## src/hdl/psf_pkg.sv

```systemverilog
// Constants, types and register layout of the synthesizer status block.
// Assumes a single 20 MHz clock and a plain strobe register port.
//
// What this block does
// - Only the two loss flags react to status writes; other bits ignore writes.
// - Lock-loss flag at bit 9 requests service; write 1 clears, 0 keeps.
// - Lock loss from reset, multiplier change or modulation enable never sets flag.
// - Lock-loss flag stays set until reset or a write of 1.
// - Bit 8 shows live clock loss in the PLL modes.
// - Live clock-loss bit drops by itself when clocks recover.
// - Clock-loss detection works only while its enable bit is 1.
// - Live clock-loss bit always reads 0 in external clock mode.
// - A read meeting a fresh clock loss may return the old value.
// - Bit 7 is read-only clock mode caught at reset: 1 means PLL.
// - Bit 6 is PLL sub-mode: 1 normal, 0 for 1:1 and external.
// - Bit 5 is reference source in normal mode: 1 crystal, 0 external.
// - Sticky lock bit 4 sets on lock after reset, multiplier change or modulation.
// - Sticky lock clears on lock loss and stays clear after plain relock.
// - After reset sticky lock reads 0 in external mode, and 1 in PLL modes once the first lock is seen.
// - A read meeting a lock loss may return the old sticky value.
// - Live lock bit 3 is 1 while the PLL reports lock.
// - A read meeting a lock change may return the stale live lock value.
// - Power-on reset release waits for live lock in the PLL modes only.
// - Live lock reads 0 in external clock mode.
// - Clock-loss flag at bit 2: write 1 clears, 0 keeps, reset clears.
// - Clock-loss flag stays set after recovery until write 1 or reset.
// - Mode bits encode 000 bypass, 100 one-to-one, 110 normal ext, 111 crystal.
// - Set clock-loss flag with both interrupt and detection enables requests an interrupt at once.
package psf_pkg;

    localparam int          ADDR_W           = 8;
    localparam int          DATA_W           = 32;
    localparam logic [7:0]  STATUS_ADDR      = 8'h00;
    localparam logic [31:0] STATUS_RESET     = 32'h0000_0000;
    localparam int          LOL_FLAG_BIT     = 9;
    localparam int          CLK_LOSS_BIT     = 8;
    localparam int          PLL_USED_BIT     = 7;
    localparam int          NORMAL_SEL_BIT   = 6;
    localparam int          CRYSTAL_REF_BIT  = 5;
    localparam int          LOCK_STICKY_BIT  = 4;
    localparam int          LOCK_LIVE_BIT    = 3;
    localparam int          LOC_FLAG_BIT     = 2;
    localparam int          MODE_PLL_IDX     = 2;
    localparam int          MODE_NORMAL_IDX  = 1;
    localparam int          MODE_CRYSTAL_IDX = 0;

    typedef enum logic [1:0]
    {
        PSF_WAIT_SYNC1 = 2'h0,
        PSF_WAIT_SYNC2 = 2'h1,
        PSF_CAPTURE    = 2'h3,
        PSF_RUN        = 2'h2
    } psf_phase_e;

    typedef struct packed
    {
        logic [7:0]  addr;
        logic [31:0] wdata;
        logic        wr;
        logic        rd;
    } psf_bus_req_s;

    typedef struct packed
    {
        logic       detect_en;
        logic       irq_en;
        logic       mult_change;
        logic       fm_enable;
    } psf_ctrl_s;

    typedef struct packed
    {
        psf_phase_e  phase;
        logic [4:0]  sync1;
        logic [4:0]  sync2;
        logic [2:0]  mode;
        logic        armed;
        logic        sticky;
        logic        lock_prev;
        logic        lock_loss_flag;
        logic        clock_loss_flag;
        logic [31:0] rdata;
    } psf_state_s;

endpackage

```

## src/hdl/psf_status.sv

```systemverilog
// Synthesizer status register with lock and clock-loss flags.
// Assumes lock, clock-loss and strap inputs are asynchronous pins; control
// strobes come from the synthesizer control register on the same clock.
//
// Design decisions made here: the plain strobed port and the register addresses.
`timescale 1ns/10ps
module psf_status
(
    input  wire logic                 clk_in,
    input  wire logic                 arst_n_in,
    input  wire psf_pkg::psf_bus_req_s bus_in,
    output logic [31:0]               rd_data_out,
    input  wire psf_pkg::psf_ctrl_s   ctrl_in,
    input  wire logic                 pll_lock_in,
    input  wire logic                 clock_fail_in,
    input  wire logic [2:0]           clk_mode_strap_in,
    output logic                      lock_live_out,
    output logic                      por_release_ok_out,
    output logic                      lock_loss_irq_out,
    output logic                      clock_loss_irq_out
);
    import psf_pkg::*;

    ////////////////////////////////////////////////////////////////////////
    // Decode helpers

    function automatic logic [2:0] mode_decode(input logic [2:0] strap);
        mode_decode = {strap[2], strap[2] & strap[1], strap[2] & strap[1] & strap[0]};
    endfunction

    function automatic logic hit(input psf_bus_req_s req);
        hit = (req.addr == STATUS_ADDR);
    endfunction

    ////////////////////////////////////////////////////////////////////////
    // State and combinational terms

    psf_state_s st;
    psf_state_s next_st;

    logic        pll_used;
    logic        lock_s;
    logic        lock_live;
    logic        lock_fall;
    logic        lock_rise;
    logic        clock_loss_live;
    logic        wr_hit;
    logic        clr_lol;
    logic        clr_loc;
    logic        lol_event;
    logic [31:0] status_word;

    assign pll_used        = st.mode[MODE_PLL_IDX];
    assign lock_s          = st.sync2[4];
    assign lock_live       = lock_s & pll_used & (st.phase == PSF_RUN);
    assign lock_fall       = st.lock_prev & ~lock_live;
    assign lock_rise       = ~st.lock_prev & lock_live;
    assign clock_loss_live = st.sync2[3] & ctrl_in.detect_en & pll_used;
    assign wr_hit          = bus_in.wr & hit(bus_in);
    assign clr_lol         = wr_hit & bus_in.wdata[LOL_FLAG_BIT];
    assign clr_loc         = wr_hit & bus_in.wdata[LOC_FLAG_BIT];
    assign lol_event       = lock_fall & pll_used & ~st.armed;

    always_comb
    begin
        status_word                  = STATUS_RESET;
        status_word[LOL_FLAG_BIT]    = st.lock_loss_flag;
        status_word[CLK_LOSS_BIT]    = clock_loss_live;
        status_word[PLL_USED_BIT]    = st.mode[MODE_PLL_IDX];
        status_word[NORMAL_SEL_BIT]  = st.mode[MODE_NORMAL_IDX];
        status_word[CRYSTAL_REF_BIT] = st.mode[MODE_CRYSTAL_IDX];
        status_word[LOCK_STICKY_BIT] = st.sticky;
        status_word[LOCK_LIVE_BIT]   = lock_live;
        status_word[LOC_FLAG_BIT]    = st.clock_loss_flag;
    end

    ////////////////////////////////////////////////////////////////////////
    // Next state

    always_comb
    begin
        next_st       = st;
        next_st.sync1 = {pll_lock_in, clock_fail_in, clk_mode_strap_in};
        next_st.sync2 = st.sync1;
        next_st.rdata = 32'h0;
        case (st.phase)
            PSF_WAIT_SYNC1:
            begin
                next_st.phase = PSF_WAIT_SYNC2;
            end
            PSF_WAIT_SYNC2:
            begin
                next_st.phase = PSF_CAPTURE;
            end
            PSF_CAPTURE:
            begin
                next_st.phase = PSF_RUN;
                next_st.mode  = mode_decode(st.sync2[2:0]);
                next_st.armed = st.sync2[2];
            end
            PSF_RUN:
            begin
                next_st.lock_prev = lock_live;
                if (ctrl_in.mult_change | ctrl_in.fm_enable)
                begin
                    next_st.armed = pll_used;
                end
                else if (st.armed & lock_rise)
                begin
                    next_st.armed = 1'b0;
                end
                if (lock_fall)
                begin
                    next_st.sticky = 1'b0;
                end
                else if (st.armed & lock_rise)
                begin
                    next_st.sticky = 1'b1;
                end
                if (lol_event)
                begin
                    next_st.lock_loss_flag = 1'b1;
                end
                else if (clr_lol)
                begin
                    next_st.lock_loss_flag = 1'b0;
                end
                if (clock_loss_live)
                begin
                    next_st.clock_loss_flag = 1'b1;
                end
                else if (clr_loc)
                begin
                    next_st.clock_loss_flag = 1'b0;
                end
            end
            default:
            begin
                next_st.phase = PSF_WAIT_SYNC1;
            end
        endcase
        if (bus_in.rd & hit(bus_in))
        begin
            next_st.rdata = status_word;
        end
    end

    always_ff @(posedge clk_in or negedge arst_n_in)
    begin
        if (!arst_n_in)
        begin
            st <= '0;
        end
        else
        begin
            st <= next_st;
        end
    end

    ////////////////////////////////////////////////////////////////////////
    // Outputs

    assign rd_data_out        = st.rdata;
    assign lock_live_out      = lock_live;
    assign por_release_ok_out = (st.phase == PSF_RUN) & (~pll_used | lock_s);
    assign lock_loss_irq_out  = st.lock_loss_flag;
    assign clock_loss_irq_out = st.clock_loss_flag & ctrl_in.irq_en & ctrl_in.detect_en;
endmodule // psf_status

```

## config.mk

```make
export PLATFORM = sky130hd
export DESIGN_NAME = psf_status
export DESIGN_NICKNAME = d
export VERILOG_FILES = /design/src/hdl/psf_pkg.sv /design/src/hdl/psf_status.sv
export SDC_FILE = /design/constraint.sdc
export NUM_CORES = 1
export LEC_CHECK = 0
export BUFFER_PORTS_ARGS = -buffer_cell sky130_fd_sc_hd__buf_4
export CAP_MARGIN = 10
export CORE_MARGIN = 2
export CORE_UTILIZATION = 36
export CTS_CLUSTER_SIZE = 14
export DETAILED_ROUTE_END_ITERATION = 8
export HOLD_SLACK_MARGIN = 0.03
export MAX_ROUTING_LAYER = met4
export PLACE_DENSITY = 0.75
export RECOVER_POWER = 50
export SETUP_SLACK_MARGIN = 0.4
export SYNTH_ARGS = -nofsm -noshare
export SYNTH_HDL_FRONTEND = slang
export SYNTH_SLANG_ARGS = --single-unit
```

## constraint.sdc

```tcl
create_clock -name clk_in -period 1.1 [get_ports clk_in]
set_clock_uncertainty 0.05 [all_clocks]
set_input_delay 0 -clock clk_in [delete_from_list [all_inputs] [get_ports clk_in]]
set_output_delay 0 -clock clk_in [all_outputs]
set_load 0.02 [all_outputs]
```

==> impl_metrics.prom, run 1 <==
# TYPE chip_impl_metric gauge
chip_impl_metric{name="finalCoreUtilization",unit=""} 0.563
chip_impl_metric{name="detail_route.wl_per_cell",unit="um"} 12.9
chip_impl_metric{name="postSynthCellCount",unit=""} 108
chip_impl_metric{name="post_synth_edffs",unit=""} 0
chip_impl_metric{name="clock_insertion_delay_worst_skew",unit="ns"} 0.33
chip_impl_metric{name="starting_density_of_the_core",unit=""} 0.372
chip_impl_metric{name="final-instance-count-excl-fill",unit=""} 208
chip_impl_info{name="regToRegStartpoint",value="pll_used$_DFFE_PN0P_"} 1
chip_impl_info{name="grt-busiest-layer",value="met2"} 1
chip_impl_metric{name="hold_violations",unit=""} 9
chip_impl_metric{name="hold_buffers",unit=""} 6
chip_impl_metric{name="first_global_vias",unit=""} 940
chip_impl_metric{name="final.min_clock_period",unit="ns"} 1.32
chip_impl_metric{name="crit_required",unit="ns"} 1.05
chip_impl_metric{name="place.gp.congestion",unit=""} 0.759
chip_impl_metric{name="relSlewSlack",unit=""} 0.551
chip_impl_metric{name="pin_count",unit=""} 89
chip_impl_metric{name="fmax",unit="MHz"} 758
chip_impl_info{name="hold_path_startpoint",value="bus_in[0]"} 1
chip_impl_metric{name="post_route_cells_drive_above_1_share",unit=""} 0.519
chip_impl_metric{name="post-place-cells",unit=""} 186
chip_impl_metric{name="dieArea",unit="um^2"} 3910
chip_impl_metric{name="fin_ws",unit="ns"} -0.219
chip_impl_info{name="most_frequent_cp_cell",value="buf_6"} 1
chip_impl_metric{name="initialDrtViolationCount",unit=""} 11
chip_impl_metric{name="netlist-cell-type-count",unit=""} 24
chip_impl_metric{name="worstMarginPinSlew",unit="ns"} 0.673
chip_impl_info{name="synth_top_flop_cell",value="dfrtp_1"} 1
chip_impl_info{name="run_status",value="finished with violations"} 1
chip_impl_metric{name="cellLeakagePower",unit="nW"} 0.944
chip_impl_metric{name="worst-path-max-fanout",unit=""} 3
chip_impl_metric{name="area_growth",unit="%"} 51.2
chip_impl_info{name="timing_worst_setup_path_type",value="flop to output port"} 1
chip_impl_metric{name="gr-usage-met1",unit=""} 0.139
chip_impl_info{name="crit_path_start",value="pll_used$_DFFE_PN0P_"} 1
chip_impl_info{name="failed_checks",value="hold timing, setup timing"} 1
chip_impl_metric{name="core",unit="um^2"} 3310
chip_impl_metric{name="finish.net_count",unit=""} 216
chip_impl_metric{name="route.detailed.drc",unit=""} 0
chip_impl_metric{name="highest_ir_drop_seen_on_vdd",unit="mV"} 0.987
chip_impl_metric{name="detailedPlacementHpwl",unit="mm"} 1.62
chip_impl_metric{name="number_of_flip_flops_and_latches_in_the_synthesized_netlist",unit=""} 28
chip_impl_metric{name="gr-usage-met2",unit=""} 0.255
chip_impl_metric{name="number_of_antenna_violations_at_the_first_check_in_global_routing",unit=""} 0
chip_impl_metric{name="yosysWarningCount",unit=""} 0
chip_impl_metric{name="floorplan.die.height",unit="um"} 62.5
chip_impl_metric{name="route.antenna.remaining_nets",unit=""} 0
chip_impl_metric{name="min_period_over_period",unit=""} 1.20
chip_impl_metric{name="grt_use_met3",unit=""} 0.0486
chip_impl_info{name="cp-start-kind",value="flop"} 1
chip_impl_metric{name="grt_remaining_overflow",unit=""} 0
chip_impl_metric{name="whs",unit="ns"} -0.0844
chip_impl_info{name="critical_path.slowest_cell",value="dfrtp_1"} 1
chip_impl_metric{name="cts_made_buffers",unit=""} 3
chip_impl_metric{name="die_x",unit="um"} 62.5
chip_impl_metric{name="grt_first_pass_wirelength",unit="mm"} 4.17
chip_impl_metric{name="vias",unit=""} 903
chip_impl_info{name="min-delay-path-class",value="input port to flop"} 1
chip_impl_info{name="cts_tree",value="done"} 1
chip_impl_metric{name="ctsHtreeMaxLevel",unit=""} 1
chip_impl_metric{name="average_cell_area_after_synthesis",unit="um^2"} 11.4
chip_impl_metric{name="cap_viol_max_count",unit=""} 0
chip_impl_metric{name="total_global_routing_track_utilization",unit=""} 0.139
chip_impl_metric{name="finalInstanceArea",unit="um^2"} 1860
chip_impl_metric{name="post_synth_instance_area",unit="um^2"} 1230
chip_impl_metric{name="arrival",unit="ns"} 1.27
chip_impl_metric{name="clock_path_buffers",unit=""} 2
chip_impl_metric{name="max_transition_viols_final",unit=""} 0
chip_impl_metric{name="drt_pre_antenna_iters",unit=""} 4
chip_impl_metric{name="numClockSinks",unit=""} 28
chip_impl_metric{name="setup_viol",unit=""} 12
chip_impl_metric{name="critical-path-max-stage-delay",unit="ns"} 0.44
chip_impl_metric{name="path_clk_slew",unit="ns"} 0.14
chip_impl_metric{name="routed_via_density",unit=""} 4.34
chip_impl_info{name="critPathCaptureType",value="output port"} 1
chip_impl_metric{name="maximum_number_of_pins_on_one_net_before_global_route_repair",unit=""} 29
chip_impl_metric{name="io_buffer_count",unit=""} 34
chip_impl_metric{name="placed_area",unit="um^2"} 1480
chip_impl_metric{name="antennaDiodeCount",unit=""} 0
chip_impl_info{name="ctsRootBufferMaster",value="clkbuf_4"} 1
chip_impl_metric{name="detail_route.wirelength",unit="mm"} 2.68
chip_impl_metric{name="ratio_of_total_power_to_cell_area",unit="nW/um^2"} 995
chip_impl_metric{name="synth_sequential_area_ratio",unit=""} 0.569
chip_impl_info{name="grt_setup_unrepaired",value="yes"} 1
chip_impl_info{name="critical_path_cell_by_cell",value="buf_6, nor2b_4, nor2_4, buf_6"} 1
chip_impl_metric{name="ys_async_sr_fraction",unit=""} 1.00
chip_impl_metric{name="num_rows",unit=""} 21
-- placed cells by master (no fill, tap or decap) --
cell	netlist	layout
a21o_1	2	2
and3_4	0	4
o21ai_2	0	1
clkbuf_2	0	1
nand4b_1	1	1
nand2_8	0	1
and4b_2	0	1
a21oi_1	2	1
nand2_1	9	7
inv_1	2	1
nand2b_4	0	1
o21ai_1	1	2
dfrtp_2	0	2
nor2_4	0	2
clkbuf_4	0	8
inv_2	0	1
o41ai_4	0	1
buf_4	32	23
clkbuf_1	0	1
dfrtp_1	28	26
a22o_1	2	2
nor4_4	0	1
or4_4	2	2
dlygate4sd3_1	0	6
and3b_2	0	1
nor3_4	0	1
nor2_2	0	2
a21oi_2	0	1
nor2b_4	0	1
o41ai_2	0	2
nand2_4	0	1
conb_1	1	24
buf_6	0	24
nor2b_1	2	1
or2_2	1	1
and3_1	7	3
mux2_4	0	1
o22ai_1	1	1
-- what timing repair did --
action                                  4_1_cts  5_1_grt
buffers inserted                             11        1
endpoints found under the setup margin       30       30
pin swaps                                    20        4
endpoints found under the hold margin        43       10
resized for setup                            42        8
-- through the flow --
| step | total power, mW | hold WS (ns) | setup WS (ns) | TNS (ns) |
|---|---|---|---|---|
| final | 1.85 | -0.0844 | -0.219 | -1.28 |
| after floorplan | 1.30 | -0.346 | -0.0187 | -0.0278 |
| after CTS | 1.85 | -0.116 | -0.211 | -1.22 |
| after detailed placement | 1.36 | -0.117 | -0.176 | -1.61 |
| after global routing | 1.95 | -0.105 | -0.282 | -1.96 |
| after global placement | 1.35 | -0.126 | -0.142 | -1.19 |
-- Yosys cell counts, drive strengths merged (2+ instances only) --
cell type,instances,area (um^2)
buf,32,240
dfrtp,28,701
nand2,9,33.8
and3,7,43.8
nor2,4,15.0
o21ai,3,15.0
o41ai,3,26.3
a21o,2,15.0
a21oi,2,10.0
a22o,2,17.5
inv,2,7.51
nor2b,2,12.5
or4,2,22.5
-- worst paths after layout --
check                                                 to  slack [ns]  cells past startpoint
max in group asynchronous             st[50]$_DFFE_PN0P_        0.37                      2
worst min register to register          st[41]$_DFF_PN0_        0.31                      0
worst max register to register        st[36]$_DFFE_PN0P_       -0.20                      3
worst min-delay path            rd_data_out[7]$_DFF_PN0_       -0.08                      3
worst max-delay path                  por_release_ok_out       -0.22                      4
min in group asynchronous             st[34]$_DFFE_PN0N_        0.16                      2
-- layer usage --
metal	vias up	share of wire	routed length, um
met5	-	0	0
met4	0	0.012	31
met3	8	0.071	189
met2	48	0.56	1500
met1	430	0.36	953
li1	417	-	-
-- sequential cells by signal, summed over array words and instances, names as in the netlist --
register,count
lock_loss_irq_out,1
next_st,5
st,12
lock_s,1
pll_used,1
rd_data_out,8
-- cell type report --
cell class              count  area (um^2)
inverters                   2         7.51
multi-input cells          69          523
repair buffers             59          546
flip-flops and latches     28          703
fillers                   279         1450
clock buffers               4         26.3
well taps                  46         57.6
-- cell families after synthesis --
kind of cell,Yosys count,share of synthesized area
muxes,1,0.00914
and+or+nand+nor,31,0.145
DFF,28,0.569
AOI/OAI and AO/OA,13,0.0731
buffers and inverters,34,0.201
other,1,0.00304
-- critical path: cells and delay by family, from the launching register on --
kind / cells / cell delay (ns)
flip-flops: 1 / 0.44
buffers and inverters: 2 / 0.26
AND/OR/NAND/NOR: 2 / 0.24
-- power breakdown --
group	total, mW	switching (mW)	leakage, nW	internal (mW)
Clock	0.433	0.291	0.0150	0.142
Combinational	0.327	0.183	0.588	0.145
Sequential	1.09	0.0258	0.342	1.07
Total	1.85	0.499	0.944	1.35
Note: power is estimated with default switching activity, not from simulation.
==> run 2: changes to the inputs <==
--- a/config.mk
+++ b/config.mk
@@ -5,15 +5,18 @@
 export SDC_FILE = /design/constraint.sdc
 export NUM_CORES = 1
 export LEC_CHECK = 0
+export ABC_CLOCK_PERIOD_IN_PS = 1100
 export BUFFER_PORTS_ARGS = -buffer_cell sky130_fd_sc_hd__buf_4
 export CAP_MARGIN = 10
+export CELL_PAD_IN_SITES_DETAIL_PLACEMENT = 0
+export CELL_PAD_IN_SITES_GLOBAL_PLACEMENT = 1
 export CORE_MARGIN = 2
-export CORE_UTILIZATION = 36
+export CORE_UTILIZATION = 26
 export CTS_CLUSTER_SIZE = 14
 export DETAILED_ROUTE_END_ITERATION = 8
 export HOLD_SLACK_MARGIN = 0.03
 export MAX_ROUTING_LAYER = met4
-export PLACE_DENSITY = 0.75
+export PLACE_DENSITY_LB_ADDON = 0.1
 export RECOVER_POWER = 50
 export SETUP_SLACK_MARGIN = 0.4
 export SYNTH_ARGS = -nofsm -noshare
==> impl_metrics.prom, run 2 (synthesis gave the netlist of run 1 again) <==
# TYPE chip_impl_metric gauge
chip_impl_metric{name="grt_remaining_overflow",unit=""} 0
chip_impl_metric{name="die_x",unit="um"} 72.9
chip_impl_metric{name="num_rows",unit=""} 25
chip_impl_metric{name="max_ffs_per_register",unit=""} 12
chip_impl_metric{name="post-place-cells",unit=""} 196
chip_impl_metric{name="final-instance-count-excl-fill",unit=""} 216
chip_impl_info{name="grt_setup_unrepaired",value="yes"} 1
chip_impl_metric{name="route.antenna.remaining_nets",unit=""} 0
chip_impl_metric{name="fin_ws",unit="ns"} -0.129
chip_impl_metric{name="placed_area",unit="um^2"} 1510
chip_impl_metric{name="floorplan.die.height",unit="um"} 72.9
chip_impl_info{name="mostFrequentLayoutCell",value="dfrtp_1"} 1
chip_impl_metric{name="dieArea",unit="um^2"} 5310
chip_impl_info{name="cts_tree",value="done"} 1
chip_impl_metric{name="post_route_cells_drive_above_1_share",unit=""} 0.525
chip_impl_metric{name="worstMarginPinSlew",unit="ns"} 0.685
chip_impl_metric{name="grt_first_pass_wirelength",unit="mm"} 3.94
chip_impl_metric{name="min_period_over_period",unit=""} 1.12
chip_impl_metric{name="place.gp.congestion",unit=""} 0.728
chip_impl_metric{name="highest_ir_drop_seen_on_vdd",unit="mV"} 0.430
chip_impl_metric{name="io_buffer_count",unit=""} 34
chip_impl_metric{name="maximum_number_of_pins_on_one_net_before_global_route_repair",unit=""} 29
chip_impl_metric{name="final.min_clock_period",unit="ns"} 1.23
chip_impl_metric{name="number_of_antenna_violations_at_the_first_check_in_global_routing",unit=""} 0
chip_impl_metric{name="pin_count",unit=""} 89
chip_impl_metric{name="relSlewSlack",unit=""} 0.543
chip_impl_metric{name="drt_pre_antenna_iters",unit=""} 4
chip_impl_metric{name="path_clk_slew",unit="ns"} 0.10
chip_impl_metric{name="max_transition_viols_final",unit=""} 0
chip_impl_metric{name="finish.net_count",unit=""} 216
chip_impl_metric{name="post-place-ws",unit="ns"} -0.202
chip_impl_info{name="critPathCaptureType",value="output port"} 1
chip_impl_metric{name="cap_viol_max_count",unit=""} 0
chip_impl_metric{name="numClockSinks",unit=""} 28
chip_impl_metric{name="ctsHtreeMaxLevel",unit=""} 1
chip_impl_metric{name="detail_route.wirelength",unit="mm"} 2.42
chip_impl_info{name="min-delay-path-class",value="input port to flop"} 1
chip_impl_metric{name="ratio_of_total_power_to_cell_area",unit="nW/um^2"} 1070
chip_impl_info{name="layout_common_cells",value="25 x dfrtp_1, 24 x conb_1, 24 x buf_4"} 1
chip_impl_metric{name="clock_path_buffers",unit=""} 2
chip_impl_info{name="register_with_the_most_flip_flops",value="st"} 1
chip_impl_info{name="cp-start-kind",value="flop"} 1
chip_impl_metric{name="starting_density_of_the_core",unit=""} 0.264
chip_impl_metric{name="worst-path-max-fanout",unit=""} 4
chip_impl_metric{name="first_global_vias",unit=""} 845
chip_impl_metric{name="hold_violations",unit=""} 7
chip_impl_metric{name="antennaDiodeCount",unit=""} 0
chip_impl_metric{name="route.detailed.drc",unit=""} 0
chip_impl_metric{name="sum_of_negative_setup_slack",unit="ns"} -0.728
chip_impl_metric{name="clock_insertion_delay_worst_skew",unit="ns"} 0.27
chip_impl_info{name="timing_worst_setup_path_type",value="flop to output port"} 1
chip_impl_metric{name="cts_made_buffers",unit=""} 3
chip_impl_metric{name="detailedPlacementHpwl",unit="mm"} 1.73
chip_impl_info{name="failed_checks",value="hold timing, setup timing"} 1
chip_impl_metric{name="whs",unit="ns"} -0.0281
chip_impl_info{name="ctsRootBufferMaster",value="clkbuf_8"} 1
chip_impl_metric{name="total_global_routing_track_utilization",unit=""} 0.100
chip_impl_metric{name="crit_required",unit="ns"} 1.05
chip_impl_metric{name="hold_buffers",unit=""} 6
chip_impl_metric{name="fmax",unit="MHz"} 814
chip_impl_info{name="run_status",value="finished with violations"} 1
chip_impl_metric{name="total_power",unit="mW"} 2.04
chip_impl_metric{name="vias",unit=""} 860
chip_impl_metric{name="detail_route.wl_per_cell",unit="um"} 11.2
chip_impl_metric{name="setup_viol",unit=""} 10
chip_impl_metric{name="core",unit="um^2"} 4660
chip_impl_metric{name="routed_via_density",unit=""} 3.98
chip_impl_metric{name="worst-r2r-setup-slack",unit="ns"} -0.10
chip_impl_metric{name="finalInstanceArea",unit="um^2"} 1890
chip_impl_metric{name="cellLeakagePower",unit="nW"} 0.980
chip_impl_metric{name="arrival",unit="ns"} 1.18
chip_impl_metric{name="area_growth",unit="%"} 53.7
chip_impl_metric{name="finalCoreUtilization",unit=""} 0.406
chip_impl_metric{name="initialDrtViolationCount",unit=""} 7
run 2: what timing repair did:
item / CTS / global route
pin swaps: 13 / 13
setup endpoints to repair: 30 / 30
buffers inserted: 8 / 2
endpoints found under the hold margin: 42 / 9
resized for setup: 40 / 6
run 2: final cells by class:
type / count / area [um^2]
fillers: 466 / 2770
repair buffers: 59 / 542
well taps: 54 / 67.6
multi-input cells: 69 / 518
clock buffers: 4 / 55.1
inverters: 2 / 7.51
flip-flops and latches: 28 / 704
run 2: final timing paths:
path,from,to,cells past startpoint
worst min-delay path,ctrl_in[3],rd_data_out[8]$_DFF_PN0_,3
max in group asynchronous,arst_n_in,pll_used$_DFFE_PN0P_,2
min in group asynchronous,arst_n_in,next_st[44]$_DFF_PN0_,2
worst min register to register,next_st[41]$_DFF_PN0_,st[41]$_DFF_PN0_,0
worst max register to register,st[50]$_DFFE_PN0P_,st[32]$_DFFE_PN0P_,4
worst max-delay path,st[50]$_DFFE_PN0P_,por_release_ok_out,4
run 2: critical path: stages (launching register included):
cell,delay (ns)
dfrtp_2,0.44
nand2b_4,0.15
buf_6,0.12
nor2_4,0.08
buf_6,0.12
run 2: report_power, final:
group          switching, mW  total, mW  internal [mW]
combinational          0.170      0.313          0.144
clock                  0.310      0.630          0.320
sequential            0.0255       1.09           1.07
total                  0.505       2.04           1.53
run 2: routing by layer:
| layer | vias to the layer above | wire [um] | share of wire | global-route usage |
|---|---|---|---|---|
| met5 | - | 0 | 0 | - |
| met4 | 0 | 22 | 0.0091 | 0.0309 |
| met3 | 4 | 152 | 0.063 | 0.0193 |
| met2 | 34 | 1140 | 0.47 | 0.154 |
| met1 | 402 | 1110 | 0.46 | 0.134 |
| li1 | 420 | - | - | - |
